File: src/rtl/mem_bank_map.svh
// Register offsets, field positions and reset values of the bank controller
// Assumes inclusion by bare name from the controller and its package users
`ifndef MEM_BANK_MAP_SVH
`define MEM_BANK_MAP_SVH
// Byte offsets on the register bus
`define MB_OFF_MODE      12'h000
`define MB_OFF_STATUS    12'h004
`define MB_OFF_TYPE      12'h008
`define MB_OFF_REGION0   12'h040
// Region decode register fields
`define MB_RG_VALID      0
`define MB_RG_WPROT      1
`define MB_RG_PARITY_CHECK_ENABLE      2
`define MB_RG_ENEG_INT   3
`define MB_RG_ENEG_EXT   4
`define MB_RG_RELAX      6
`define MB_RG_FC_LSB     7
`define MB_RG_FC_MSB     10
`define MB_RG_BASE_LSB   11
`define MB_RG_BASE_MSB   31
// Status fields and width
`define MB_ST_WRITE_PROTECT_ERROR_FLAG       8
`define MB_ST_W          9
// Mode register width
`define MB_MODE_W        7
// Reset values
`define MB_MODE_RESET    7'h00
`define MB_REGION_RESET  32'h00000050
`define MB_TYPE_RESET    8'h00
`define MB_STATUS_RESET  9'h000
// Function code of a CPU-space access
`define MB_CPU_SPACE_FC  4'h7
// Bus responses
`define MB_RESP_OKAY     2'h0
`define MB_RESP_SLVERR   2'h2
`endif

File: src/rtl/mem_bank_pkg.sv
// Types shared by the bank controller and its bench
// Assumes nothing beyond the map header for numbers
package mem_bank_pkg;
  // One-hot bus cycle states
  typedef enum logic [4:0] {
    ST_IDLE  = 5'h01,
    ST_RELAX = 5'h02,
    ST_ROW   = 5'h04,
    ST_COL   = 5'h08,
    ST_END   = 5'h10
  } cyc_state_e;
  // Owner of the current cycle
  typedef enum logic [1:0] {
    SRC_INT    = 2'h0,
    SRC_STROBE = 2'h1,
    SRC_TSTART = 2'h2
  } src_e;
  // Global mode bits, sync in bit 0
  typedef struct packed {
    logic global_row_col_mux_enable;
    logic cpu_space_select_suppress;
    logic transfer_start_delay_sample;
    logic parity_bus_error_enable;
    logic odd_parity_select;
    logic fast_sync_bus_mode;
    logic ext_master_sync;
  } mode_s;
  // One access request from a master
  typedef struct packed {
    logic [31:0] addr;
    logic [3:0]  fc;
    logic        write;
    logic [31:0] wdata;
  } mem_req_s;
  // Memory side strobes and address
  typedef struct packed {
    logic [7:0]  sel_n;
    logic        col_strobe_n;
    logic        data_size_ack_n;
    logic        transfer_ack_n;
    logic        row_col_mux_control;
    logic [31:0] addr;
    logic [3:0]  wpar;
  } mem_pins_s;
endpackage

File: src/rtl/memory_bank_ctrl_parity_status.sv
// Bank strobe, parity and error status logic of the memory controller
// Assumes one clock for masters, memory and the AXI4-Lite register bus
`timescale 1ns/1ps
`include "mem_bank_map.svh"
module memory_bank_ctrl_parity_status
  import mem_bank_pkg::*;
#(
  parameter int NUM_BANKS = 8,
  parameter int ROW_SHIFT = 12
)
(
  // Clock and reset
  input  logic        aclk,
  input  logic        aresetn,
  // AXI4-Lite write channels
  input  logic [11:0] awaddr,
  input  logic        awvalid,
  output logic        awready,
  input  logic [31:0] wdata,
  input  logic [3:0]  wstrb,
  input  logic        wvalid,
  output logic        wready,
  output logic [1:0]  bresp,
  output logic        bvalid,
  input  logic        bready,
  // AXI4-Lite read channels
  input  logic [11:0] araddr,
  input  logic        arvalid,
  output logic        arready,
  output logic [31:0] rdata,
  output logic [1:0]  rresp,
  output logic        rvalid,
  input  logic        rready,
  // Internal master
  input  logic        int_req,
  input  mem_req_s    int_cmd,
  output logic        int_ready,
  output logic        int_done,
  output logic        int_bus_error,
  output logic [31:0] int_rdata,
  // External master pins
  input  logic        address_strobe_n,
  input  logic        transfer_start_n,
  input  mem_req_s    ext_cmd,
  // Memory side
  input  logic [31:0] mem_rdata,
  input  logic [3:0]  mem_rpar,
  output mem_pins_s   mem,
  output logic        parity_error_output
);
  if (NUM_BANKS < 1 || NUM_BANKS > 8 || ROW_SHIFT < 1 || ROW_SHIFT > 31)
  begin : g_bad
    $error("bank count must be 1..8 and row shift 1..31");
  end

  // Register file
  logic [`MB_MODE_W-1:0] mode_q;
  logic [`MB_ST_W-1:0]   st_q, st_d, st_set, st_clr;
  logic [7:0]            type_q;
  logic [31:0]           region_q [NUM_BANKS];
  mode_s                 m;
  assign m = mode_s'(mode_q);

  // Bus slave state
  logic        aw_have_q, w_have_q, bvalid_q, rvalid_q;
  logic [11:0] aw_addr_q;
  logic [31:0] w_data_q, rdata_q, rd_mux, wmask;
  logic [3:0]  w_strb_q, wr_code, rd_code;
  logic [1:0]  bresp_q, rresp_q;
  logic        wr_fire, rd_fire;

  // Register decode: 0 mode, 1 status, 2 type, 8+n region n, f none
  function automatic logic [3:0] decode_off(input logic [11:0] a);
    decode_off = 4'hf;
    if (a == `MB_OFF_MODE)
      decode_off = 4'h0;
    else if (a == `MB_OFF_STATUS)
      decode_off = 4'h1;
    else if (a == `MB_OFF_TYPE)
      decode_off = 4'h2;
    else if (a[11:5] == `MB_OFF_REGION0 >> 5 && a[1:0] == 2'h0 && 32'(a[4:2]) < NUM_BANKS)
      decode_off = {1'b1, a[4:2]};
  endfunction

  // Byte-lane merge of a register write
  function automatic logic [31:0] merge(input logic [31:0] o, input logic [31:0] d, input logic [3:0] s);
    logic [31:0] k;
    k = {{8{s[3]}}, {8{s[2]}}, {8{s[1]}}, {8{s[0]}}};
    merge = (o & ~k) | (d & k);
  endfunction

  // Handshakes and decode
  assign awready = !aw_have_q && !bvalid_q;
  assign wready  = !w_have_q && !bvalid_q;
  assign wr_fire = aw_have_q && w_have_q && !bvalid_q;
  assign arready = !rvalid_q;
  assign rd_fire = arvalid && arready;
  assign wr_code = decode_off(aw_addr_q);
  assign rd_code = decode_off(araddr);
  assign wmask   = merge(32'h0, w_data_q, w_strb_q);
  assign bvalid  = bvalid_q;
  assign bresp   = bresp_q;
  assign rvalid  = rvalid_q;
  assign rresp   = rresp_q;
  assign rdata   = rdata_q;

  // Address and data may arrive in either order
  always_ff @(posedge aclk)
    if (!aresetn)
    begin
      aw_have_q <= 1'b0;
      w_have_q  <= 1'b0;
      bvalid_q  <= 1'b0;
      bresp_q   <= `MB_RESP_OKAY;
      aw_addr_q <= 12'h000;
      w_data_q  <= 32'h0;
      w_strb_q  <= 4'h0;
    end
    else
    begin
      if (awvalid && awready)
      begin
        aw_have_q <= 1'b1;
        aw_addr_q <= awaddr;
      end
      if (wvalid && wready)
      begin
        w_have_q <= 1'b1;
        w_data_q <= wdata;
        w_strb_q <= wstrb;
      end
      if (wr_fire)
      begin
        aw_have_q <= 1'b0;
        w_have_q  <= 1'b0;
        bvalid_q  <= 1'b1;
        bresp_q   <= (wr_code == 4'hf) ? `MB_RESP_SLVERR : `MB_RESP_OKAY;
      end
      else if (bvalid_q && bready)
        bvalid_q <= 1'b0;
    end

  // Read data select; reserved bits read as zero
  always_comb
  begin
    rd_mux = 32'h0;
    case (rd_code)
      4'h0:    rd_mux = {25'h0, mode_q};
      4'h1:    rd_mux = {23'h0, st_q};
      4'h2:    rd_mux = {24'h0, type_q};
      4'hf:    rd_mux = 32'h0;
      default: rd_mux = region_q[rd_code[2:0]];
    endcase
  end

  // Read answer one cycle after the address is taken
  always_ff @(posedge aclk)
    if (!aresetn)
    begin
      rvalid_q <= 1'b0;
      rdata_q  <= 32'h0;
      rresp_q  <= `MB_RESP_OKAY;
    end
    else if (rd_fire)
    begin
      rvalid_q <= 1'b1;
      rdata_q  <= rd_mux;
      rresp_q  <= (rd_code == 4'hf) ? `MB_RESP_SLVERR : `MB_RESP_OKAY;
    end
    else if (rready)
      rvalid_q <= 1'b0;

  // Merged write words for the narrow registers
  logic [31:0] mode_wr, type_wr;
  assign mode_wr = merge({25'h0, mode_q}, w_data_q, w_strb_q);
  assign type_wr = merge({24'h0, type_q}, w_data_q, w_strb_q);

  // Mode and bank type registers
  always_ff @(posedge aclk)
    if (!aresetn)
    begin
      mode_q <= `MB_MODE_RESET;
      type_q <= `MB_TYPE_RESET;
    end
    else if (wr_fire)
    begin
      if (wr_code == 4'h0)
        mode_q <= mode_wr[`MB_MODE_W-1:0];
      if (wr_code == 4'h2)
        type_q <= type_wr[7:0];
    end

  // Region registers, relax and external negate reset to one
  for (genvar b = 0; b < NUM_BANKS; b++)
  begin : g_region
    always_ff @(posedge aclk)
      if (!aresetn)
        region_q[b] <= `MB_REGION_RESET;
      else if (wr_fire && wr_code == {1'b1, 3'(b)})
        region_q[b] <= merge(region_q[b], w_data_q, w_strb_q);
  end

  // External strobes: two flops, then optional extra stages
  logic [1:0] as_sync_q, ts_sync_q;
  logic       as_x1_q, as_x2_q, ts_x1_q, as_armed_q, ts_armed_q;
  logic       as_use, ts_use, as_start, ts_start;
  always_ff @(posedge aclk)
    if (!aresetn)
    begin
      as_sync_q <= 2'h3;
      ts_sync_q <= 2'h3;
      as_x1_q   <= 1'b1;
      as_x2_q   <= 1'b1;
      ts_x1_q   <= 1'b1;
    end
    else
    begin
      as_sync_q <= {as_sync_q[0], address_strobe_n};
      ts_sync_q <= {ts_sync_q[0], transfer_start_n};
      as_x1_q   <= as_sync_q[1];
      as_x2_q   <= as_x1_q;
      ts_x1_q   <= ts_sync_q[1];
    end

  // Mode 00 resynchronises the strobe two more cycles
  // Mode 01 uses the strobe straight from the pin flops
  // Mode 11 adds one cycle against mode 01
  assign as_use = !m.ext_master_sync ? (m.fast_sync_bus_mode ? as_sync_q[1] : as_x2_q) : as_x1_q;
  assign ts_use = m.transfer_start_delay_sample ? ts_x1_q : ts_sync_q[1];

  // Cycle state and snapshot
  cyc_state_e  state_q, state_d;
  mem_req_s    cyc_cmd_q, new_cmd;
  src_e        cyc_src_q, new_src;
  mode_s       cyc_mode_q;
  logic [31:0] cyc_rg_q, new_rg;
  logic [2:0]  cyc_bank_q, hit_idx;
  logic        cyc_dram_q;
  logic [NUM_BANKS-1:0] hit_vec;
  logic        idle, start_any, new_hit, wp_block, go, abort, relax_new, feat_new;

  assign idle      = (state_q == ST_IDLE);
  assign int_ready = idle;
  assign as_start  = idle && !int_req && !as_use && as_armed_q;
  assign ts_start  = idle && !int_req && !as_start && !ts_use && ts_armed_q;
  assign start_any = (idle && int_req) || as_start || ts_start;
  assign new_src   = int_req ? SRC_INT : (as_start ? SRC_STROBE : SRC_TSTART);
  assign new_cmd   = int_req ? int_cmd : ext_cmd;

  // Strobe is served once per assertion
  always_ff @(posedge aclk)
    if (!aresetn)
    begin
      as_armed_q <= 1'b0;
      ts_armed_q <= 1'b0;
    end
    else
    begin
      as_armed_q <= as_use || (as_armed_q && !as_start);
      ts_armed_q <= ts_use || (ts_armed_q && !ts_start);
    end

  for (genvar b = 0; b < NUM_BANKS; b++)
  begin : g_hit
    assign hit_vec[b] = region_q[b][`MB_RG_VALID]
      && region_q[b][`MB_RG_BASE_MSB:`MB_RG_BASE_LSB] == new_cmd.addr[31:11]
      && region_q[b][`MB_RG_FC_MSB:`MB_RG_FC_LSB] == new_cmd.fc
      && !(m.cpu_space_select_suppress && new_cmd.fc == `MB_CPU_SPACE_FC);
  end

  // Lowest matching bank wins
  always_comb
  begin
    hit_idx = 3'h0;
    for (int i = NUM_BANKS - 1; i >= 0; i--)
      if (hit_vec[i])
        hit_idx = 3'(i);
  end

  // Protected write aborts without strobe or ack
  assign new_rg    = region_q[hit_idx];
  assign new_hit   = |hit_vec;
  assign wp_block  = new_hit && new_cmd.write && new_rg[`MB_RG_WPROT];
  assign go        = start_any && new_hit && !wp_block;
  assign abort     = start_any && !go;
  assign feat_new  = (new_src == SRC_INT) || (new_src == SRC_STROBE && m.ext_master_sync);
  assign relax_new = (new_src != SRC_TSTART) && new_rg[`MB_RG_RELAX] && feat_new;

  // Cycle-time terms from the snapshot
  logic cyc_feat, early, chk, gen_par, hold_async, end_exit, is_end, sel_on, dram_col;
  assign cyc_feat = (cyc_src_q == SRC_INT) || (cyc_src_q == SRC_STROBE && cyc_mode_q.ext_master_sync);
  assign early    = (cyc_src_q == SRC_TSTART) ? cyc_rg_q[`MB_RG_ENEG_EXT] : cyc_rg_q[`MB_RG_ENEG_INT] && cyc_feat;
  // No parity for the strobe master outside sync mode
  assign gen_par  = (cyc_src_q != SRC_STROBE) || cyc_mode_q.ext_master_sync;
  assign chk      = !cyc_cmd_q.write && cyc_rg_q[`MB_RG_PARITY_CHECK_ENABLE] && gen_par;
  // Async strobe master holds the end until its strobe negates
  assign hold_async = (cyc_src_q == SRC_STROBE) && !cyc_mode_q.ext_master_sync;
  assign end_exit = !hold_async || as_use;
  assign is_end   = (state_q == ST_END);

  // Settings captured when the access starts
  always_ff @(posedge aclk)
    if (!aresetn)
    begin
      cyc_cmd_q  <= '0;
      cyc_src_q  <= SRC_INT;
      cyc_mode_q <= mode_s'(`MB_MODE_RESET);
      cyc_rg_q   <= 32'h0;
      cyc_bank_q <= 3'h0;
      cyc_dram_q <= 1'b0;
    end
    else if (go)
    begin
      cyc_cmd_q  <= new_cmd;
      cyc_src_q  <= new_src;
      cyc_mode_q <= m;
      cyc_rg_q   <= new_rg;
      cyc_bank_q <= hit_idx;
      cyc_dram_q <= type_q[hit_idx];
    end

  // Cycle sequence
  always_comb
  begin
    state_d = state_q;
    case (state_q)
      ST_IDLE:  if (go) state_d = relax_new ? ST_RELAX : ST_ROW;
      ST_RELAX: state_d = ST_ROW;
      ST_ROW:   state_d = cyc_dram_q ? ST_COL : ST_END;
      ST_COL:   state_d = ST_END;
      // Sync cycles end on the next clock edge
      ST_END:   if (end_exit) state_d = ST_IDLE;
      default:  state_d = ST_IDLE;
    endcase
  end

  always_ff @(posedge aclk)
    if (!aresetn)
      state_q <= ST_IDLE;
    else
      state_q <= state_d;

  // Parity for write data and read check
  logic [3:0] wr_par, rd_par;
  logic       parity_error_output_evt;
  lane_parity #(.LANES(4)) u_wr_par
  (
    .data (cyc_cmd_q.wdata),
    .odd  (cyc_mode_q.odd_parity_select),
    .par  (wr_par)
  );
  // Same polarity for generation and check
  lane_parity #(.LANES(4)) u_rd_par
  (
    .data (mem_rdata),
    .odd  (cyc_mode_q.odd_parity_select),
    .par  (rd_par)
  );
  assign parity_error_output_evt = is_end && chk && (rd_par != mem_rpar);

  // Memory pin values
  mem_pins_s pins_d;
  assign sel_on   = (state_q == ST_ROW || state_q == ST_COL || is_end)
                    && !(is_end && early && cyc_cmd_q.write && !cyc_dram_q);
  // Mux low only for the column part of a DRAM cycle
  assign dram_col = cyc_dram_q && (state_q == ST_COL || is_end);
  assign pins_d.sel_n           = ~(sel_on ? (8'h01 << cyc_bank_q) : 8'h00);
  assign pins_d.col_strobe_n    = !dram_col;
  assign pins_d.data_size_ack_n = !(is_end && cyc_src_q != SRC_TSTART);
  assign pins_d.transfer_ack_n  = !(is_end && cyc_src_q == SRC_TSTART);
  assign pins_d.row_col_mux_control = !dram_col;
  // Row address on the bus only with internal muxing
  assign pins_d.addr = (cyc_dram_q && cyc_mode_q.global_row_col_mux_enable && !dram_col)
                       ? (cyc_cmd_q.addr >> ROW_SHIFT) : cyc_cmd_q.addr;
  assign pins_d.wpar = (gen_par && cyc_cmd_q.write) ? wr_par : 4'h0;

  assign st_set = {abort && wp_block, parity_error_output_evt ? (8'h01 << cyc_bank_q) : 8'h00};
  assign st_clr = (wr_fire && wr_code == 4'h1) ? wmask[`MB_ST_W-1:0] : '0;
  // Set wins over a clear in the same cycle
  assign st_d   = (st_q & ~st_clr) | st_set;

  // Status has no interrupt output
  // Registered outputs and status
  always_ff @(posedge aclk)
    if (!aresetn)
    begin
      mem                 <= '{sel_n: 8'hff, default: '1};
      st_q                <= `MB_STATUS_RESET;
      parity_error_output <= 1'b0;
      int_done            <= 1'b0;
      int_bus_error       <= 1'b0;
      int_rdata           <= 32'h0;
    end
    else
    begin
      mem  <= pins_d;
      st_q <= st_d;
      parity_error_output <= |st_d[7:0];
      int_done <= (abort && new_src == SRC_INT) || (is_end && end_exit && cyc_src_q == SRC_INT);
      // Bus error only for internal master, never external
      int_bus_error <= (abort && new_src == SRC_INT)
                       || (parity_error_output_evt && cyc_src_q == SRC_INT && cyc_mode_q.parity_bus_error_enable);
      if (is_end && cyc_src_q == SRC_INT && !cyc_cmd_q.write)
        int_rdata <= mem_rdata;
    end
endmodule

File: src/rtl/lane_parity.sv
// Per-byte-lane parity generator, used for write data and read checks
// Assumes byte lanes with lane 0 in the low bits
`timescale 1ns/1ps
module lane_parity
#(
  parameter int LANES = 4
)
(
  // Data and polarity
  input  logic [8*LANES-1:0] data,
  input  logic               odd,
  // Parity per lane
  output logic [LANES-1:0]   par
);
  if (LANES < 1)
  begin : g_bad
    $error("lane_parity needs at least one lane");
  end

  // Even parity when odd is low, odd parity when high
  function automatic logic lane_bit(input logic [7:0] b, input logic o);
    lane_bit = (^b) ^ o;
  endfunction

  // One parity bit for each byte lane
  for (genvar i = 0; i < LANES; i++)
  begin : g_lane
    assign par[i] = lane_bit(data[8*i +: 8], odd);
  end
endmodule

File: config.mk
export PLATFORM = sky130hd
export DESIGN_NAME = memory_bank_ctrl_parity_status
export DESIGN_NICKNAME = d
export VERILOG_FILES = /design/src/rtl/mem_bank_pkg.sv /design/src/rtl/memory_bank_ctrl_parity_status.sv /design/src/rtl/lane_parity.sv
export VERILOG_INCLUDE_DIRS = /design/src /design/src/rtl
export SDC_FILE = /design/constraint.sdc
export NUM_CORES = 1
export LEC_CHECK = 0
export CAP_MARGIN = 30
export CORE_AREA = 4 4 343 345
export CTS_BUF_LIST = sky130_fd_sc_hd__clkbuf_8
export CTS_CLUSTER_DIAMETER = 200
export DETAILED_ROUTE_END_ITERATION = 8
export DIE_AREA = 0 0 347 349
export DONT_BUFFER_PORTS = 1
export GPL_ROUTABILITY_DRIVEN = 1
export GPL_TIMING_DRIVEN = 0
export HOLD_SLACK_MARGIN = 0.02
export PLACE_DENSITY_LB_ADDON = 0.12
export SLEW_MARGIN = 40
export SYNTH_ARGS = -nofsm -noshare
export SYNTH_HDL_FRONTEND = slang
export SYNTH_HIERARCHICAL = 1
export SYNTH_SLANG_ARGS = --single-unit
File: constraint.sdc
create_clock -name aclk -period 4.9 [get_ports aclk]
set_clock_uncertainty 0.05 [all_clocks]
set_input_delay 0.98 -clock aclk [delete_from_list [all_inputs] [get_ports aclk]]
set_output_delay 0.98 -clock aclk [all_outputs]
set_load 0.01 [all_outputs]
==> impl_summary.md <==
Status
The flow ran to the end, and the final reports show no timing, DRC or antenna violations.

Timing
The setup violation total in the final timing report is 0. For the pin with the worst max-slew slack, the measured transition is slightly below 1 ns. The final critical path takes up between 90% and 100% of the cycle. The worst path in the final design needs a cycle of 4.86 ns, including I/O delays and setup. Derived from the worst setup path, the maximum achievable clock frequency is approximately 210 MHz. The worst max-slew margin expressed relative to the limit is between 30% and 40%.

The number of pins exceeding their max-slew limit in the final report was 0. The final hold violation count is 0.

Synth
Counting every instance in the synthesized netlist gives 3042. In the post-synthesis netlist, the biggest area contributors are edfxtp_1, dfxtp_1, xnor2_1, a21oi_1, nand2_1. A synthesized cell averages 9.39 um^2. The area share of the leading cell type in the synthesized netlist is 26.8%.

The number of library cell types mapped by synthesis is just over 70. The number of register bits inferred by synthesis is 539. The total standard cell area after synthesis is around 0.029 mm^2. The synthesized design contains around 260 enable-type register cells. The async set-reset flop share out of synthesis is 0%. For this run, the register share of the synthesized area comes to between 40 and 50%.

The warning count from the yosys run is 6. The most instantiated flip-flop cell in the synthesis netlist is dfxtp_1. The post-synthesis cell type with the largest combined area is edfxtp_1.

Route
In this run the remaining antenna-violating nets after routing total 0. The detailed-route wire length is between 100 and 150 mm. The post-detailed-route wirelength per cell is ~28 um. The total DRC errors in the routed layout is 0. For this block, the initial DRC count from the detailed router was ~2.3k.

The detailed-routing iteration count for the pre-antenna-repair pass is 6. Using the TritonRoute via totals, the vias-per-cell ratio works out to 5.09. The routed layout has approximately 25k vias.

Job
The max-capacitance violation count is 0.

Global route
Global routing consumed, on the met2 layer, between 30% and 40% of the routing resources. The most crowded layer after global routing is met2. For met1 alone, demand over resource in global routing was around 30%.

Global routing finished with a remaining overflow of 0. The number of global-route vias before repair was about 24k. The initial antenna violation count was 4. Across every metal layer, demand over resource in global routing totals between 20 and 25%. For this run, global-route usage on met3 was measured as a little under 4%.

The pin count of the biggest net entering global routing is 17. The first global-routing pass estimated around 190 mm of wire.

Floorplan
The I/O pin count is around 370. The initial standard-cell utilization of the core is between 20% and 30%. The floorplan die width is about 350 um. The placement row count is about 120.

The die span in y is around 350 um. The die outline area is approximately 0.12 mm^2. The core box area is about 0.11 mm^2.

Critical path
At the worst endpoint, the required time is about 5.5 ns. STA classifies the critical path startpoint as a primary input. At the worst endpoint, the arrival time is roughly 5.5 ns. The critical path launch point is int_req. The capturing element of the worst setup path is cyc_bank_q[1].

The worst-path maximum fanout is 10. In this run the critical register-to-register path is captured at cyc_bank_q[1]. The register-to-register path setup slack is a little under 0.5 ns. The critical path capture point type is a register. The number of cells on the worst reg-to-reg path is 13. The worst setup path is of the primary input to register kind.

Placed design
At the end of routability-driven placement, the weighted congestion stood at 0.935. The total placed cells including tap cells is about 4.6k. In this run the tool buffered the top-level ports with 0 buffer cells. The total half-perimeter wirelength after legalization and detailed placement is roughly 100 mm.

Layout
The net count reported at finish is roughly 3.5k. The library cells used most frequently in the layout, excluding fill and tap cells, are nand2_1, a21oi_1, dfxtp_1. Relative to the synthesized area, the layout overhead comes to 18.8%.

The non-filler instance count after layout is ~4.8k. Of the cells placed in the final design, the portion with a size suffix greater than 1 is 11.8%. The most frequent standard cell in the layout excluding fill and tap cells is nand2_1.

Power
Net switching is between 20% and 30% of the power. The internal power is about 8000 uW. The logic gate share of total power is approximately an eighth.

The worst voltage drop across the vdd grid is about 0.00019 V. For this design the total switching power over the nets is 3160 uW. The total power is about 11000 uW. In this run, the clock network consumes 41.9% of the power. The analysis attributes to cell leakage a power of between 0.01 and 0.015 uW. The sequential share of power is between 40% and 50%. For this design the ratio of total power to cell area is about 320 mW/mm^2.

Clocking
The maximum clock path buffer count is 3. The clock tree synthesis step divided the H-tree into 3 levels. The CTS tree is yes. The clock insertion delay at the later pin of the skew report is between 0.7 and 0.8 ns. In this run, CTS created clock tree buffers numbering roughly 110. The root buffer cell is clkbuf_8.

The number of clock sinks is 539. The clock input transition at the sequential cells of the worst setup and hold paths is about 0.07 ns. The number of hold buffers added after CTS is 0.

Min path
The min-delay analysis places its worst path in the category primary input to register.
state kept, by name, summed over array words and instances (netlist names), 2 cells and up, named ones only:
register / count
mem: 47
cyc_src_q: 2
cyc_cmd_q: 65
st_q: 9
region_q: 255
state_q: 5
w_strb_q: 4
as_sync_q: 2
rdata: 32
cyc_rg_q: 3
ts_sync_q: 2
w_data_q: 32
int_rdata: 32
cyc_bank_q: 3
aw_addr_q: 12
cyc_mode_q: 4
worst min-delay path by stage:
stage                           startpoint           end  slack (ns)  cells after the start
after floorplan               as_sync_q[0]  as_sync_q[1]        0.34                      1
after global placement        ts_sync_q[0]  ts_sync_q[1]        0.35                      1
after detailed placement      ts_sync_q[0]  ts_sync_q[1]        0.34                      1
after CTS                 address_strobe_n  as_sync_q[0]        0.21                      1
after global routing                rready        rvalid        0.23                      1
final                     address_strobe_n  as_sync_q[0]        0.29                      1
metrics by stage:
step | area [um^2] | setup WS [ns] | hold slack (ns) | util [%] | setup TNS, ns
after floorplan | 28600 | 0.566 | 0.336 | - | 0
after global placement | 30400 | -1.87 | 0.348 | 26.7 | -496.09
after detailed placement | 30900 | -1.49 | 0.345 | 27.1 | -103.03
after CTS | 33800 | 0.0154 | 0.207 | 29.6 | 0
after global routing | 33900 | -0.0431 | 0.231 | 29.7 | -0.197
final | 33900 | 0.0399 | 0.286 | 29.7 | 0
Yosys cell counts (52+ instances only):
cell type	n
nor4_1	84
nand2_1	456
a21oi_1	372
nand2b_1	271
nand3_1	63
o22ai_1	102
edfxtp_1	255
dfxtp_1	284
o21ai_0	64
mux2_2	52
mux2i_1	111
nor2_1	113
xnor2_1	229
clkbuf_1	170
final cells by class:
type,count,area (um^2)
Timing Repair Buffer,91,1110
Tap cell,1512,1890
Sequential cell,539,13300
Inverter,15,56.3
Clock inverter,71,359
Antenna cell,2,5.00
Fill cell,12347,80300
Buffer,203,895
Multi-Input combinational cell,2286,14500
Clock buffer,127,1750
what timing repair did:
action	4_1_cts	5_1_grt
setup buffers	61	11
pin swaps	1	2
resized for setup	5	9
setup endpoints to repair	83	80
power groups by stage:
stage               clock [uW]  combinational (uW)  sequential [uW]
floorplan                    0                 763             5030
global placement             0                1210             5100
detailed placement           0                1250             5080
CTS                       4750                1360             4990
global route              4950                1460             5000
finish                    4600                1380             4990
metal layers:
| metal | vias to the layer above | wire, um |
|---|---|---|
| met5 | - | 12 |
| met1 | 12313 | 62300 |
| met3 | 181 | 8900 |
| met2 | 930 | 59900 |
| li1 | 11264 | - |
| met4 | 2 | 3620 |
worst max-delay path: stages:
cell and delay [ns]:
buf_6 0.18, buf_8 0.28, mux2i_4 0.29, buf_12 0.16
xnor2_1 0.15, nor4_1 0.55, nand3_1 0.26, nor2_1 0.41
a211oi_1 0.11, o21ai_1 0.51, o211ai_1 0.24, nand4b_1 0.15
buf_4 0.18, clkbuf_1 0.38, nand4_1 0.43, o31ai_2 0.15
logic make-up after synthesis:
logic type / Yosys count / share of synthesized area [%]
buffers and inverters: 218 / 3.20
AO/OA/AOI/OAI: 636 / 12.4
flip-flops: 539 / 46.7
other: 1 / 0.0131
multiplexers: 187 / 7.74
AND/OR/NAND/NOR: 1200 / 21.3
XOR/XNOR: 261 / 8.60
No activity file was read; power rests on OpenSTA's default activity.
